$ cat config.mk
export PLATFORM = sky130hd
export DESIGN_NAME = dsj_top
export DESIGN_NICKNAME = d
export VERILOG_FILES = /design/src/dsj_top.v /design/src/dsj_sync.v /design/src/dsj_accum.v
export VERILOG_INCLUDE_DIRS = /design/src
export SDC_FILE = /design/constraint.sdc
export NUM_CORES = 1
export LEC_CHECK = 0
export BUFFER_PORTS_ARGS = -buffer_cell sky130_fd_sc_hd__buf_2
export CORE_ASPECT_RATIO = 1.5
export CORE_UTILIZATION = 65
export CTS_CLUSTER_DIAMETER = 150
export DETAILED_ROUTE_END_ITERATION = 8
export PLACE_DENSITY = 0.88
export SETUP_SLACK_MARGIN = 0.02
export SLEW_MARGIN = 20
export SYNTH_ARGS = -nofsm -noshare
export SYNTH_HDL_FRONTEND = slang
export SYNTH_SLANG_ARGS = --single-unit
$ cat constraint.sdc
create_clock -name aclk -period 20 [get_ports aclk]
set_input_delay 2 -clock aclk [delete_from_list [all_inputs] [get_ports aclk]]
set_output_delay 2 -clock aclk [all_outputs]
set_load 0.02 [all_outputs]
$ cat src/dsj_consts.vh
// constants for the stop, jog and pulse-follow drive logic
// Function
// - linked stop keeps enable, zeroes reference
// - linked stop disables below ten rpm
// - unlinked stop disables at once, coast
// - digital linked stop needs pulse rate zero
// - jog non-latching, drives only while held
// - analog jog speed from jog setting
// - analog jog reference applied as step
// - run-hold open: run only while held
// - jog direction low forward, high reverse
// - digital select ignores analog settings
// - each reference pulse answered immediately, no ramp
// - four-pole feedback gives 120 pulses/rev
// - reference raises, feedback lowers accumulation
// - pulses lost only in current limit
// - gain sets limit count ninety to eleven
// - current command proportional to accumulator
// - overshoot decrements to zero, then waits
`ifndef DSJ_CONSTS_VH
`define DSJ_CONSTS_VH
`define DSJ_ADDR_CTRL 4'h0
`define DSJ_ADDR_JOG 4'h4
`define DSJ_ADDR_GAIN 4'h8
`define DSJ_ADDR_STAT 4'hc
`define DSJ_CTRL_RAMP_LINK 0
`define DSJ_CTRL_RATE_LINK 1
`define DSJ_CTRL_FOUR_POLE 2
`define DSJ_CTRL_RESET 32'h00000005
`define DSJ_JOG_RESET 16'h0000
`define DSJ_GAIN_RESET 8'h32
`define DSJ_GAIN_MIN_CNT 8'h5a
`define DSJ_GAIN_MAX_CNT 8'h0a
`define DSJ_STOP_RPM 16'h000a
`define DSJ_FB_PER_REV 8'h78
`define DSJ_JOG_MAX_PCT 8'h0f
`define DSJ_JOG_PCT_DIV 8'h64
`define DSJ_RESP_OKAY 2'b00
`define DSJ_RESP_SLVERR 2'b10
`endif

$ cat src/dsj_top.v
// stop, jog and pulse-follow sequencing with axi4-lite registers
//
// Implementation choices: the AXI4-Lite register port and the register offsets.
`timescale 1ns/10ps
`include "dsj_consts.vh"
module dsj_top #(
    parameter AW = 8,
    parameter SPW = 16
) (
    // clock and reset
    input wire aclk,
    input wire aresetn,
    // axi4-lite slave
    input wire [3:0] s_axi_awaddr,
    input wire s_axi_awvalid,
    output reg s_axi_awready,
    input wire [31:0] s_axi_wdata,
    input wire [3:0] s_axi_wstrb,
    input wire s_axi_wvalid,
    output reg s_axi_wready,
    output reg [1:0] s_axi_bresp,
    output reg s_axi_bvalid,
    input wire s_axi_bready,
    input wire [3:0] s_axi_araddr,
    input wire s_axi_arvalid,
    output reg s_axi_arready,
    output reg [31:0] s_axi_rdata,
    output reg [1:0] s_axi_rresp,
    output reg s_axi_rvalid,
    input wire s_axi_rready,
    // operator contacts and pulse pins, asynchronous
    input wire run_in,
    input wire run_hold_in,
    input wire jog_in,
    input wire direction_select,
    input wire digital_sel_in,
    input wire estop_n_in,
    input wire ref_pulse_in,
    input wire fb_pulse_in,
    // analog-side speed values
    input wire [SPW-1:0] analog_ref,
    input wire [SPW-1:0] motor_rpm,
    // drive outputs
    output reg drive_enable_r,
    output reg reverse_r,
    output reg [SPW-1:0] speed_ref_r,
    output reg ramp_bypass_r,
    output reg digital_mode_r,
    output reg [AW-1:0] current_cmd_r,
    output reg current_limit_r
);
//////////////////////////////////////////////////////////////////////
localparam ST_OFF = 4'b0001;
localparam ST_RUN = 4'b0010;
localparam ST_RAMP = 4'b0100;
localparam ST_JOG = 4'b1000;
//////////////////////////////////////////////////////////////////////
wire [7:0] pin_s;
dsj_sync #(.W(8)) u_sync (
    .aclk(aclk),
    .aresetn(aresetn),
    .d({fb_pulse_in, ref_pulse_in, estop_n_in, digital_sel_in, direction_select, jog_in, run_hold_in, run_in}),
    .q(pin_s)
);
wire run_s = pin_s[0];
wire hold_s = pin_s[1];
wire jog_s = pin_s[2];
wire dir_s = pin_s[3];
wire dig_s = pin_s[4];
wire estop_n_s = pin_s[5];
reg ref_d_r;
reg fb_d_r;
always @(posedge aclk) begin
    if (!aresetn) begin
        ref_d_r <= 1'b0;
        fb_d_r <= 1'b0;
    end else begin
        ref_d_r <= pin_s[6];
        fb_d_r <= pin_s[7];
    end
end
wire ref_edge = pin_s[6] && !ref_d_r;
// encoder is conditioned upstream; one count per rising edge
wire fb_edge = pin_s[7] && !fb_d_r;
//////////////////////////////////////////////////////////////////////
reg [31:0] ctrl_r;
reg [SPW-1:0] jog_set_r;
reg [7:0] gain_r;
wire ramp_link = ctrl_r[`DSJ_CTRL_RAMP_LINK];
wire rate_link = ctrl_r[`DSJ_CTRL_RATE_LINK];
// gain 0 gives 90 counts, 255 gives 11
function [AW-1:0] gain_to_limit;
    input [7:0] g;
    reg [15:0] span;
    begin
        span = ({8'h00, `DSJ_GAIN_MIN_CNT} - {8'h00, `DSJ_GAIN_MAX_CNT}) * {8'h00, g};
        gain_to_limit = `DSJ_GAIN_MIN_CNT - span[15:8];
    end
endfunction
// jog reference is the jog setting scaled to 15 percent
function [SPW-1:0] jog_cap;
    input [SPW-1:0] v;
    reg [SPW+7:0] m;
    begin
        m = {8'h00, v} * {{SPW{1'b0}}, `DSJ_JOG_MAX_PCT};
        m = m / {{SPW{1'b0}}, `DSJ_JOG_PCT_DIV};
        jog_cap = m[SPW-1:0];
    end
endfunction
wire [AW-1:0] limit_cnt = gain_to_limit(gain_r);
//////////////////////////////////////////////////////////////////////
reg [3:0] st_r;
reg [3:0] st_nxt;
reg run_d_r;
wire run_edge = run_s && !run_d_r;
// closed hold contact seals run in; stop needs both open
wire stop_cmd = !run_s && !hold_s;
wire slow = motor_rpm < `DSJ_STOP_RPM;
wire dig_quiet;
always @* begin
    st_nxt = st_r;
    case (st_r)
        ST_OFF: begin
            if (run_edge)
                st_nxt = ST_RUN;
            else if (jog_s)
                st_nxt = ST_JOG;
        end
        ST_RUN: begin
            if (stop_cmd)
                st_nxt = ramp_link ? ST_RAMP : ST_OFF;
        end
        ST_RAMP: begin
            if (run_edge)
                st_nxt = ST_RUN;
            else if (digital_mode_r ? (dig_quiet && slow) : slow)
                st_nxt = ST_OFF;
        end
        ST_JOG: begin
            if (!jog_s)
                st_nxt = ST_OFF;
        end
        default: st_nxt = ST_OFF;
    endcase
    if (!estop_n_s)
        st_nxt = ST_OFF;
end
// accumulator and quiet-timer state
wire [AW-1:0] acc_count;
wire acc_lim;
wire acc_lost;
reg [15:0] quiet_cnt_r;
assign dig_quiet = quiet_cnt_r == 16'hffff;
always @(posedge aclk) begin
    if (!aresetn) begin
        st_r <= ST_OFF;
        run_d_r <= 1'b0;
        quiet_cnt_r <= 16'h0000;
    end else begin
        st_r <= st_nxt;
        run_d_r <= run_s;
        // digital stop waits for the source to go quiet
        if (ref_edge)
            quiet_cnt_r <= 16'h0000;
        else if (!dig_quiet)
            quiet_cnt_r <= quiet_cnt_r + 16'h0001;
    end
end
//////////////////////////////////////////////////////////////////////
wire active = st_nxt != ST_OFF;
dsj_accum #(.W(AW)) u_acc (
    .aclk(aclk),
    .aresetn(aresetn),
    .clr(!active),
    .ref_pulse(ref_edge && dig_s),
    .fb_pulse(fb_edge),
    .limit(limit_cnt),
    .count_r(acc_count),
    .at_limit_r(acc_lim),
    .lost_r(acc_lost)
);
reg [15:0] lost_cnt_r;
always @(posedge aclk) begin
    if (!aresetn) begin
        drive_enable_r <= 1'b0;
        reverse_r <= 1'b0;
        speed_ref_r <= {SPW{1'b0}};
        ramp_bypass_r <= 1'b0;
        digital_mode_r <= 1'b0;
        current_cmd_r <= {AW{1'b0}};
        current_limit_r <= 1'b0;
        lost_cnt_r <= 16'h0000;
    end else begin
        drive_enable_r <= active;
        digital_mode_r <= dig_s;
        reverse_r <= (st_nxt == ST_JOG) && dir_s;
        if (dig_s || st_nxt == ST_OFF || st_nxt == ST_RAMP)
            speed_ref_r <= {SPW{1'b0}};
        else if (st_nxt == ST_JOG)
            speed_ref_r <= jog_cap(jog_set_r);
        else
            speed_ref_r <= analog_ref;
        // jog is a step; digital ignores the rate link
        ramp_bypass_r <= dig_s || st_nxt == ST_JOG || !rate_link;
        current_cmd_r <= acc_count;
        current_limit_r <= acc_lim;
        if (acc_lost)
            lost_cnt_r <= lost_cnt_r + 16'h0001;
    end
end
//////////////////////////////////////////////////////////////////////
// write: take address and data in either order, answer after both
reg aw_got_r;
reg w_got_r;
reg [3:0] aw_r;
reg [31:0] wd_r;
reg [3:0] ws_r;
function [31:0] merge;
    input [31:0] old;
    input [31:0] nw;
    input [3:0] s;
    integer i;
    begin
        merge = old;
        for (i = 0; i < 4; i = i + 1)
            if (s[i])
                merge[i*8 +: 8] = nw[i*8 +: 8];
    end
endfunction
reg [31:0] wm;
always @* begin
    wm = 32'h00000000;
    case (aw_r)
        `DSJ_ADDR_CTRL: wm = merge(ctrl_r, wd_r, ws_r);
        `DSJ_ADDR_JOG: wm = merge({{(32-SPW){1'b0}}, jog_set_r}, wd_r, ws_r);
        `DSJ_ADDR_GAIN: wm = merge({24'h000000, gain_r}, wd_r, ws_r);
        default: wm = 32'h00000000;
    endcase
end
wire do_wr = aw_got_r && w_got_r && !s_axi_bvalid;
wire wr_hit = aw_r == `DSJ_ADDR_CTRL || aw_r == `DSJ_ADDR_JOG || aw_r == `DSJ_ADDR_GAIN;
always @(posedge aclk) begin
    if (!aresetn) begin
        aw_got_r <= 1'b0;
        w_got_r <= 1'b0;
        aw_r <= 4'h0;
        wd_r <= 32'h00000000;
        ws_r <= 4'h0;
        s_axi_awready <= 1'b0;
        s_axi_wready <= 1'b0;
        s_axi_bvalid <= 1'b0;
        s_axi_bresp <= `DSJ_RESP_OKAY;
        ctrl_r <= `DSJ_CTRL_RESET;
        jog_set_r <= `DSJ_JOG_RESET;
        gain_r <= `DSJ_GAIN_RESET;
    end else begin
        s_axi_awready <= !aw_got_r && !s_axi_awready && s_axi_awvalid;
        s_axi_wready <= !w_got_r && !s_axi_wready && s_axi_wvalid;
        if (s_axi_awvalid && s_axi_awready) begin
            aw_got_r <= 1'b1;
            aw_r <= {s_axi_awaddr[3:2], 2'b00};
        end
        if (s_axi_wvalid && s_axi_wready) begin
            w_got_r <= 1'b1;
            wd_r <= s_axi_wdata;
            ws_r <= s_axi_wstrb;
        end
        if (do_wr) begin
            aw_got_r <= 1'b0;
            w_got_r <= 1'b0;
            s_axi_bvalid <= 1'b1;
            s_axi_bresp <= wr_hit ? `DSJ_RESP_OKAY : `DSJ_RESP_SLVERR;
            if (aw_r == `DSJ_ADDR_CTRL)
                ctrl_r <= {29'h00000000, wm[2:0]};
            if (aw_r == `DSJ_ADDR_JOG)
                jog_set_r <= wm[SPW-1:0];
            if (aw_r == `DSJ_ADDR_GAIN)
                gain_r <= wm[7:0];
        end else if (s_axi_bvalid && s_axi_bready)
            s_axi_bvalid <= 1'b0;
    end
end
// read: one cycle after address taken
always @(posedge aclk) begin
    if (!aresetn) begin
        s_axi_arready <= 1'b0;
        s_axi_rvalid <= 1'b0;
        s_axi_rdata <= 32'h00000000;
        s_axi_rresp <= `DSJ_RESP_OKAY;
    end else begin
        s_axi_arready <= !s_axi_arready && !s_axi_rvalid && s_axi_arvalid;
        if (s_axi_arvalid && s_axi_arready) begin
            s_axi_rvalid <= 1'b1;
            s_axi_rresp <= `DSJ_RESP_OKAY;
            case ({s_axi_araddr[3:2], 2'b00})
                `DSJ_ADDR_CTRL: s_axi_rdata <= ctrl_r;
                `DSJ_ADDR_JOG: s_axi_rdata <= {{(32-SPW){1'b0}}, jog_set_r};
                `DSJ_ADDR_GAIN: s_axi_rdata <= {24'h000000, gain_r};
                `DSJ_ADDR_STAT: s_axi_rdata <= {lost_cnt_r, {(8-AW){1'b0}}, acc_count,
                    current_limit_r, digital_mode_r, drive_enable_r, 1'b0, st_r};
                default: begin
                    s_axi_rdata <= 32'h00000000;
                    s_axi_rresp <= `DSJ_RESP_SLVERR;
                end
            endcase
        end else if (s_axi_rvalid && s_axi_rready)
            s_axi_rvalid <= 1'b0;
    end
end
endmodule // dsj_top

$ cat src/dsj_sync.v
// two-flop synchroniser for a bundle of pin inputs
`timescale 1ns/10ps
module dsj_sync #(
    parameter W = 8
) (
    // clock and reset
    input wire aclk,
    input wire aresetn,
    // data
    input wire [W-1:0] d,
    output reg [W-1:0] q
);
reg [W-1:0] meta_r;
always @(posedge aclk) begin
    if (!aresetn) begin
        meta_r <= {W{1'b0}};
        q <= {W{1'b0}};
    end else begin
        meta_r <= d;
        q <= meta_r;
    end
end
endmodule // dsj_sync

$ cat src/dsj_accum.v
// saturating up/down pulse accumulator
`timescale 1ns/10ps
module dsj_accum #(
    parameter W = 8
) (
    // clock and reset
    input wire aclk,
    input wire aresetn,
    // pulse events
    input wire clr,
    input wire ref_pulse,
    input wire fb_pulse,
    input wire [W-1:0] limit,
    // state
    output reg [W-1:0] count_r,
    output reg at_limit_r,
    output reg lost_r
);
reg [W-1:0] count_nxt;
always @* begin
    count_nxt = count_r;
    if (ref_pulse && !fb_pulse) begin
        if (count_r < limit)
            count_nxt = count_r + {{(W-1){1'b0}}, 1'b1};
    end else if (fb_pulse && !ref_pulse) begin
        if (count_r != {W{1'b0}})
            count_nxt = count_r - {{(W-1){1'b0}}, 1'b1};
    end
    if (count_nxt > limit)
        count_nxt = limit;
end
always @(posedge aclk) begin
    if (!aresetn || clr) begin
        count_r <= {W{1'b0}};
        at_limit_r <= 1'b0;
        lost_r <= 1'b0;
    end else begin
        count_r <= count_nxt;
        at_limit_r <= (count_nxt >= limit);
        // excess reference discarded only at limit
        lost_r <= ref_pulse && !fb_pulse && (count_r >= limit);
    end
end
endmodule // dsj_accum

# After elaboration in Yosys (flattened, before gate mapping)
# Index checks and enable logic that the tools add are counted.
op_classes:
  addsub: 5
  mul: 2
  div_mod_pow: 1
  n_lt_le_gt_ge: 5
  n_eq_ne: 15
  n_mux: 28
  bitwise_logic: 1
  n_reduce_logical: 59
ops:
  columns: ["cell", "n"]
  rows:
  - ["$pmux 32 s4", 1]
  - ["$mux 8", 10]
  - ["$add 16x1->16 const B", 2]
  - ["$pmux 16 s2", 1]
  - ["$mux 4", 7]
  - ["$div 20x7->24 const B", 1]
  - ["$logic_and 1x1->1", 23]
  - ["$mul 16x4->20 const B", 1]
  - ["$logic_not 1->1", 17]
  - ["$eq 16x16->1 const B", 1]
  - ["$ge 8x8->1", 2]
  - ["$lt 16x4->1 const B", 1]
  - ["$mux 16", 1]
  - ["$pmux 4 s4", 1]
  - ["$mul 3x8->11 const A", 1]
  - ["$add 8x1->8 const B", 1]
  - ["$eq 4x1->1 const B", 2]
  - ["$eq 4x3->1 const B", 2]
  - ["$eq 4x4->1 const B", 2]
  - ["$gt 8x8->1", 1]
  - ["$lt 8x8->1", 1]
  - ["$reduce_bool 8->1", 1]
  - ["$sub 7x7->8 const A", 1]
  - ["$sub 8x1->8 const B", 1]
  - ["other kinds (16)", 34]
totals:
  reg_bits: 200
  in_bits: 91
  output_inout_bits: 70
  word_cells: 150

# Logic depth before layout (Yosys ltp)
# Gate-level depths: netlist of the first run.
depth:
  depth_word: 11
  mapped_depth: 45
  mapped_depth_nobuf: 43

# Modules after synthesis
# From an unflattened synthesis of the first run, not the netlist that was laid out.
hier_totals:
  cells_unflattened: 1621
  hier_area_um2: 13509.2
modules_own_cells:
  columns: ["module", "n_inst", "cells_per_inst", "area_per_inst_um2", "seq_area_each_um2"]
  rows:
  - ["dsj_top", 1, 1413, 11588.6, 3103.0]
  - ["dsj_accum", 1, 175, 1473.9, 200.2]
  - ["dsj_sync", 1, 33, 446.7, 320.3]

# Least setup slack after synthesis of the first run
# No wires, ideal clock.
synth_path:
  kind: "register to register"
  startpoint: "register jog_set_r[13]"
  endpoint: "register speed_ref_r[1]"
  arrival_time_ns: 9.755
  required_time_ns: 19.883
  slack_ns: 10.128
  path_stages_with_launch: 41
  path_buffers: 1
  synth_period_minus_slack_ns: 9.872
  path_cell_list: "dfxtp_1 > inv_1 > fa_1 > fa_1 > inv_1 > ha_1 > buf_2 > and4_1 > nor4bb_1 > a2111oi_4 > o211a_4 > nand3_1 > a31o_1 > a221oi_2 > mux2i_1 > mux2i_1 > or3_1 > o2111ai_1 > (+5 left out) > nor2_2 > o32a_1 > a2111oi_4 > nor4_4 > o2111a_1 > a211oi_2 > a21oi_1 > mux2_4 > o21ai_2 > a22oi_1 > xor2_1 > a211oi_2 > o21ai_1 > maj3_2 > xnor2_1 > nor2_1 > or3b_1 > a32o_1"
synth_between:
  elab_chain_cells: 3
synth_rtl:
  columns: ["item", "line_no", "text"]
  rows:
  - ["from (decl)", "dsj_top.v:87", "reg [SPW-1:0] jog_set_r;"]
  - ["from (signal assigned)", "dsj_top.v:254", "jog_set_r <= `DSJ_JOG_RESET;"]
  - ["from (signal assigned)", "dsj_top.v:276", "jog_set_r <= wm[SPW-1:0];"]
  - ["$mul 16x4->20", "dsj_top.v:105", "m = {8'h00, v} * {{SPW{1'b0}}, `DSJ_JOG_MAX_PCT};"]
  - ["$div 20x7->24", "dsj_top.v:106", "m = m / {{SPW{1'b0}}, `DSJ_JOG_PCT_DIV};"]
  - ["$mux 16", "dsj_top.v:199", "else if (st_nxt == ST_JOG)"]
  - ["to (signal assigned)", "dsj_top.v:198", "speed_ref_r <= {SPW{1'b0}};"]
  - ["to (signal assigned)", "dsj_top.v:200", "speed_ref_r <= jog_cap(jog_set_r);"]
  - ["to (signal assigned)", "dsj_top.v:202", "speed_ref_r <= analog_ref;"]
  - ["to (decl)", "dsj_top.v:46", "output reg [SPW-1:0] speed_ref_r,"]
# Every way passes these cells.
# A chain may end at the register's enable or synchronous reset.

# Final worst setup path of the first run
layout_path:
  startpoint: "register jog_set_r[1]"
  endpoint: "register speed_ref_r[1]"
# Same word-level chain as after synthesis.

==> summary.txt, run 1 <==
Cells and area
  • Number of standard cells in the final layout excluding fillers: 2006
  • Layout cell share with drive strength beyond 1: around 15%
  • Final layout net count: around 1900
  • Layout Utilization: 72.9%
  • Footprint of the multi-input gates: around 9400 um^2
  • Growth of design area from synthesis to finish: 9.57%
  • Diodes inserted: 0
  • Number of filler instances in the final layout: ~1500
  • Area used by sequential logic in the layout: 3620 um^2
  • Final standard cell area without fillers: 14900 um^2

Global route
  • Met1 usage: 36.7%
  • Met3 Use GR: 4.97%
  • Via count of the first global-routing pass: between 10000 and 15000
  • Residual overflow from global routing: 0
  • Maximum number of pins on one net before global-route repair: 115
  • Met2 demand-to-capacity share in global routing: about 64%
  • Antenna violations before repair: 0
  • Global route hottest layer: met2
  • Aggregate global-route resource usage: 35.0%
  • Wire length of the first global-routing pass: approximately 60000 um

Worst setup path
  • Nature of the critical path endpoint: flip-flop
  • Critical path class: flip-flop to flip-flop
  • Worst path arrival time: 13.22 ns
  • Critical R2R Launch: jog_set_r[1]
  • Slowest library cell on the worst path: a211oi_2
  • Slack of the worst reg-to-reg path: 7.13 ns
  • Endpoint of the lowest-slack register-to-register path: speed_ref_r[1]
  • Largest driver fanout on the critical path: 18
  • Worst path required time: 20.35 ns
  • Delay of the slowest cell on the worst path: roughly 0.80 ns
  • Kind of start point of the critical path: flip-flop
  • R2r worst-path depth: 39

Floorplanning
  • Core Footprint: approximately 20000 um^2
  • Die Ht: around 180 um
  • Horizontal extent of the die: 120 um
  • Full die area: 21600 um^2
  • Number of top-level pins: 161
  • Std-Cell Rows: 64
  • Starting Density: between 60% and 70%

Routing
  • DRT antenna net count: 0
  • Count of routing violations after the opening detailed-route iteration: about 1100
  • Post-DR vias/cell: 6.49
  • Wire length per cell: around 19 um
  • Wire length reported by the detailed router: 37700 um
  • DRC violation count after routing: 0
  • Number of iterations in the first detailed-routing pass: 8
  • Via count: about 13000

Hold path
  • Hold path startpoint: u_sync.meta_r[7]
  • Worst min-delay path class: flip-flop to flip-flop
  • Endpoint of the worst hold-timing path: u_sync.q[7]
  • Hold path cells: 1

Logic synthesis
  • Yosys warning count: 0
  • Average cell area after synthesis: 8.29 um^2
  • Netlist Area Pre-Place: 13600 um^2
  • Most frequently used cell type in the post-synthesis netlist: nand2_1
  • Synth Register Bits: 181
  • Most frequently used flop master after synthesis: dfxtp_1
  • Share of the synthesized area in the top cell type: 26.6%
  • Top cells by area, synth: dfxtp_1 27%, ha_1 6.2%, nand2_1 5.2%, fa_1 4.4%, and2_1 3.5%
  • Library cell occupying the most area in the post-synthesis netlist: dfxtp_1
  • Library cells used by synthesis: 120
  • Share of async-settable or async-resettable flops after synthesis: 0%
  • Gate count of the mapped netlist: 1645
  • Synth cell count leaders: 190 x nand2_1, 181 x dfxtp_1, 100 x nor2_1
  • Sequential share of the synthesized area: around a quarter
  • Number of enable flip-flop cells after synthesis: 0

Clock tree
  • Clock transition at the registers of the reported paths: 0.08 ns
  • Post-CTS Resized: 0
  • Number of post-CTS setup repair buffers: 0
  • Clock buffer count from CTS: 17
  • Cts-stage hold buffer count: 0
  • Root Buffer Master: clkbuf_16
  • Worst skew pair latency: 0.45 ns
  • CTS tree: yes
  • Max clock buf depth: 2
  • Number of sinks driven by the clock tree: 181
  • Level count of the clock H-tree: 4

Timing
  • Clock period minus worst slack: 12.87 ns
  • Final Cycle Share: 64.3%
  • Worst setup skew after layout: 0.00995 ns
  • Measured slew at the worst slew-check pin: 1.09 ns
  • Final setup vio count: 0
  • Slew headroom: 27.2%
  • Unrepaired setup endpoints after global routing: no
  • Setup_tns: 0 ns
  • Number of slew-limit violations in the final report: 0
  • FMAX: 77.7 MHz
  • Count of endpoints failing hold in the final timing report: 0

Placed design
  • Placed wire-length estimate: 27900 um
  • Number of cells in the design after placement: 1974
  • DP Area: 14300 um^2
  • Count of buffers inserted at the top-level ports: 134
  • Placer's final routability congestion estimate: around 0.96

Power and ir drop
  • Overall power of the completed layout: roughly 740 uW
  • Worst vdd rail ir drop: 0.0618 mV
  • Cell leakage power: 0.00638 uW
  • P per Cell Area: 49.8 nW/um^2

Outcome
  • Outcome: finished clean

Flow run
  • Max capacitance violation total: 0
-- cell families after synthesis --
group | share of synthesized area (%)
other cells | 0.0275
flops | 26.6
fa+ha+maj | 11.2
mux | 3.62
buf+inv | 4.82
xor+xnor | 4.80
simple gates | 22.6
compound gates | 26.3
-- cell type report --
class	count	area share (%)
clock inverter	15	1.09
inverter	75	1.88
sequential	181	24.3
timing repair buffer	144	5.01
clock buffer	17	2.85
tap	264	2.21
multi-input combinational	1310	62.7
-- state kept, by name, summed over array words and instances (netlist names), 16 cells and up --
signal and count:
jog_set_r 16, lost_cnt_r 16, quiet_cnt_r 16, s_axi_rdata 32, speed_ref_r 16, wd_r 16
-- through the flow --
stage / hold slack (ns) / worst slack (ns)
floorplan: 0.412 / 10.13
global placement: 0.413 / 7.56
detailed placement: 0.424 / 7.44
CTS: 0.443 / 7.40
global route: 0.465 / 6.40
finish: 0.439 / 7.13
-- per-layer routing --
layer	wire [um]	vias up
li1	-	6160
met1	13900	6095
met2	19400	605
met3	1980	162
met4	2330	0
met5	0	-
-- power by group --
group	internal, uW	switching, uW	leakage [uW]
Sequential	365	4.04	0.00147
Combinational	17.2	23.9	0.00463
Clock	167	167	0.000283
-- placed cells by master, fill, tap and decap left out, drive strengths merged, types with 28 or more instances in the layout --
| master | netlist | final |
|---|---|---|
| nand2 | 192 | 192 |
| xnor2 | 51 | 51 |
| a211oi | 28 | 28 |
| inv | 75 | 82 |
| buf | 26 | 144 |
| fa | 30 | 30 |
| nor3 | 28 | 28 |
| nor2b | 32 | 32 |
| nor2 | 104 | 104 |
| and2 | 76 | 76 |
| a21oi | 93 | 93 |
| o21ai | 104 | 104 |
| dfxtp | 181 | 181 |
| ha | 68 | 68 |
| nand3 | 37 | 37 |
| a21boi | 35 | 35 |
-- critical path: cells and delay by family, from the launching register on --
family	cells	cell delay, ns
adder cells (fa/ha/maj)	5	1.95
AND/OR/NAND/NOR	8	2.28
multiplexers	4	1.17
buffers and inverters	2	0.19
flip-flops	1	0.56
AO/OA/AOI/OAI	17	5.67
XOR/XNOR	3	0.90
-- worst max path at each step --
stage	startpoint	endpoint	depth (start not counted)
global route	jog_set_r[13]	speed_ref_r[1]	39
CTS	jog_set_r[9]	speed_ref_r[1]	39
floorplan	jog_set_r[13]	speed_ref_r[1]	40
finish	jog_set_r[1]	speed_ref_r[1]	39
detailed placement	jog_set_r[13]	speed_ref_r[1]	39
global placement	jog_set_r[1]	speed_ref_r[1]	39
No activity file was read; power rests on OpenSTA's default activity.
==> run 2, diff against run 1 <==
Settings changed: ABC_AREA set to 1, CORE_UTILIZATION 65 to 59, PLACE_DENSITY 0.88 to 0.81.
Clock period 20 ns to 12.2 ns, I/O delays scaled along.
==> summary.txt, run 2 <==
Logic synthesis
  • Most frequently used cell type in the post-synthesis netlist: nand2_1
  • Share of the synthesized area in the top cell type: 29.3%
  • Library cell occupying the most area in the post-synthesis netlist: dfxtp_1
  • Yosys warning count: 0
  • Netlist Area Pre-Place: 12400 um^2
  • Share of async-settable or async-resettable flops after synthesis: 0%
  • Synth Register Bits: 181
  • Sequential share of the synthesized area: between 20% and 30%
  • Library cells used by synthesis: 57
  • Number of enable flip-flop cells after synthesis: 0
  • Most frequently used flop master after synthesis: dfxtp_1
  • Top cells by area, synth: dfxtp_1 29%, nand2_1 10%, inv_1 8.9%, ha_1 6.9%, nor2_1 5.1%
  • Average cell area after synthesis: 6.90 um^2
  • Gate count of the mapped netlist: roughly 1800
  • Synth cell count leaders: 345 x nand2_1, 293 x inv_1, 181 x dfxtp_1

Cells and area
  • Final layout net count: 2107
  • Most flop-heavy register: s_axi_rdata
  • Growth of design area from synthesis to finish: 12.3%
  • Layout Utilization: 67.8%
  • Diodes inserted: 0
  • Layout cell share with drive strength beyond 1: 15.8%
  • Flip-flop count of the largest register, all copies and words added: 32
  • Leading cell type in the layout, fill and taps excluded: nand2_1
  • Most used cells in the layout excluding fill and tap cells: 345 x nand2_1, 293 x inv_1, 181 x dfxtp_1
  • Number of standard cells in the final layout excluding fillers: between 2000 and 2500

Clock tree
  • Number of sinks driven by the clock tree: 181
  • Post-CTS Resized: 0
  • Max clock buf depth: 2
  • Clock buffer count from CTS: 17
  • Root Buffer Master: clkbuf_16
  • Cts-stage hold buffer count: 0
  • Number of post-CTS setup repair buffers: 0
  • CTS tree: yes
  • Clock transition at the registers of the reported paths: ~0.080 ns
  • Level count of the clock H-tree: 4
  • Worst skew pair latency: ~0.45 ns

Worst setup path
  • Worst path required time: 12.53 ns
  • Kind of start point of the critical path: flip-flop
  • Nature of the critical path endpoint: flip-flop
  • R2r worst-path depth: 70
  • Delay of the slowest cell on the worst path: roughly 0.58 ns
  • CP Launch Point: jog_set_r[7]
  • Largest driver fanout on the critical path: 8
  • Slowest library cell on the worst path: fa_1
  • Critical path class: flip-flop to flip-flop
  • Worst path arrival time: roughly 9.6 ns
  • Crit-path most repeated cell: nand2_1
  • Critical R2R Launch: jog_set_r[7]

Hold path
  • Worst min-delay path class: flip-flop to flip-flop
  • Hold path startpoint: u_sync.meta_r[1]
  • Hold path cells: 2

Routing
  • DRC violation count after routing: 0
  • Number of iterations in the first detailed-routing pass: 5
  • DRT antenna net count: 0
  • Wire length per cell: about 14 um
  • Wire length reported by the detailed router: 30400 um
  • Via count: 11884
  • Post-DR vias/cell: 5.41
  • Count of routing violations after the opening detailed-route iteration: about 740

Placed design
  • Placer's final routability congestion estimate: 0.916
  • Placed wire-length estimate: 23400 um
  • Number of cells in the design after placement: 2163
  • Count of buffers inserted at the top-level ports: between 100 and 150

Timing
  • Measured slew at the worst slew-check pin: roughly 0.92 ns
  • Unrepaired setup endpoints after global routing: no
  • Count of endpoints failing hold in the final timing report: 0
  • Setup_tns: 0 ns
  • FMAX: 108 MHz
  • Worst setup skew after layout: between 0.01 and 0.015 ns
  • Final setup vio count: 0
  • Number of slew-limit violations in the final report: 0
  • Final Cycle Share: about three quarters
  • Clock period minus worst slack: ~9.3 ns
  • Slew headroom: 38.7%

Power and ir drop
  • Relative contribution of combinational cells to total power: 6.6%
  • Switching portion of total power: 27.0%
  • Overall power of the completed layout: 1270 uW
  • Worst vdd rail ir drop: 0.125 mV
  • Proportion of power drawn by flip-flops and latches: 47.8%
  • P per Cell Area: 91.5 nW/um^2
  • Switching power: between 300 and 400 uW
  • Clk network pwr share: about 46%
  • Cell leakage power: 0.00725 uW
  • Internal Dissipation: between 900 and 1000 uW

Global route
  • Maximum number of pins on one net before global-route repair: just under 80
  • Antenna violations before repair: 0
  • Via count of the first global-routing pass: 11507
  • Residual overflow from global routing: 0
  • Aggregate global-route resource usage: 28.7%
  • Wire length of the first global-routing pass: 50000 um

Floorplanning
  • Number of top-level pins: 161
  • Std-Cell Rows: 64
  • Die Ht: 179 um
  • Core Footprint: 20500 um^2
  • Full die area: ~22000 um^2
  • Horizontal extent of the die: 120 um
  • Starting Density: 60.4%

Flow run
  • Max capacitance violation total: 0

Outcome
  • Outcome: finished clean
run 2: logic make-up (layout without fill, tap and decap cells):
| logic type | Yosys count | count (layout) | share of synthesized area, % |
|---|---|---|---|
| AOI/OAI and AO/OA | 319 | 319 | 14.7 |
| and+or+nand+nor | 796 | 796 | 30.3 |
| xor gates and xnor gates | 42 | 42 | 2.97 |
| adders and majority gates | 98 | 98 | 11.7 |
| DFF | 181 | 181 | 29.3 |
| buffers and inverters | 356 | 492 | 11.0 |
| other | 1 | 3 | 0.0303 |
run 2: power by group through the flow:
stage	clock, uW	combinational, uW	sequential [uW]
after floorplan	0	50.3	624
after global placement	0	80.4	621
after detailed placement	0	82.2	621
after CTS	583	83.0	607
after global routing	610	94.1	608
final	580	83.6	607
run 2: critical path: cells and delay by family (launching register included):
family                   cells  cell delay (ns)
AO/OA/AOI/OAI                5             0.90
adder cells (fa/ha/maj)      3             1.41
buffers and inverters        6             0.47
flip-flops                   1             0.43
AND/OR/NAND/NOR             56             5.88
run 2: area by class of cell:
cell class              instances  area [um^2]
multi-input cells            1258         7400
fillers                      1844         6600
flip-flops and latches        181         3620
inverters                     321         1210
repair buffers                139          708
clock buffers                  17          425
well taps                     264          330
clock inverters                15          200
run 2: stage by stage:
step / cell area, um^2 / setup slack (ns) / hold WS, ns
2_1_floorplan: 12400 / 4.21 / 0.390
3_3_place_gp: 13300 / 3.27 / 0.396
3_5_place_dp: 13300 / 2.99 / 0.401
4_1_cts: 13900 / 2.94 / 0.418
5_1_grt: 13900 / 2.01 / 0.431
6_report: 13900 / 2.94 / 0.415
run 2: routing by layer:
layer  global-route usage, %  vias up  share of wire, %  wire length [um]
li1                        -     6035                 -                 -
met1                    30.0     5459                40             12100
met2                    55.0      301                52             15800
met3                    3.67       89               3.7              1130
met4                    15.7        0               4.5              1360
met5                       0        -                 0                 0
run 2: final timing paths:
check / endpoint / slack (ns)
setup / recovery: speed_ref_r[0] / 2.94
hold / removal: u_sync.q[1] / 0.42
setup reg to reg: speed_ref_r[0] / 2.94
hold reg to reg: u_sync.q[1] / 0.42
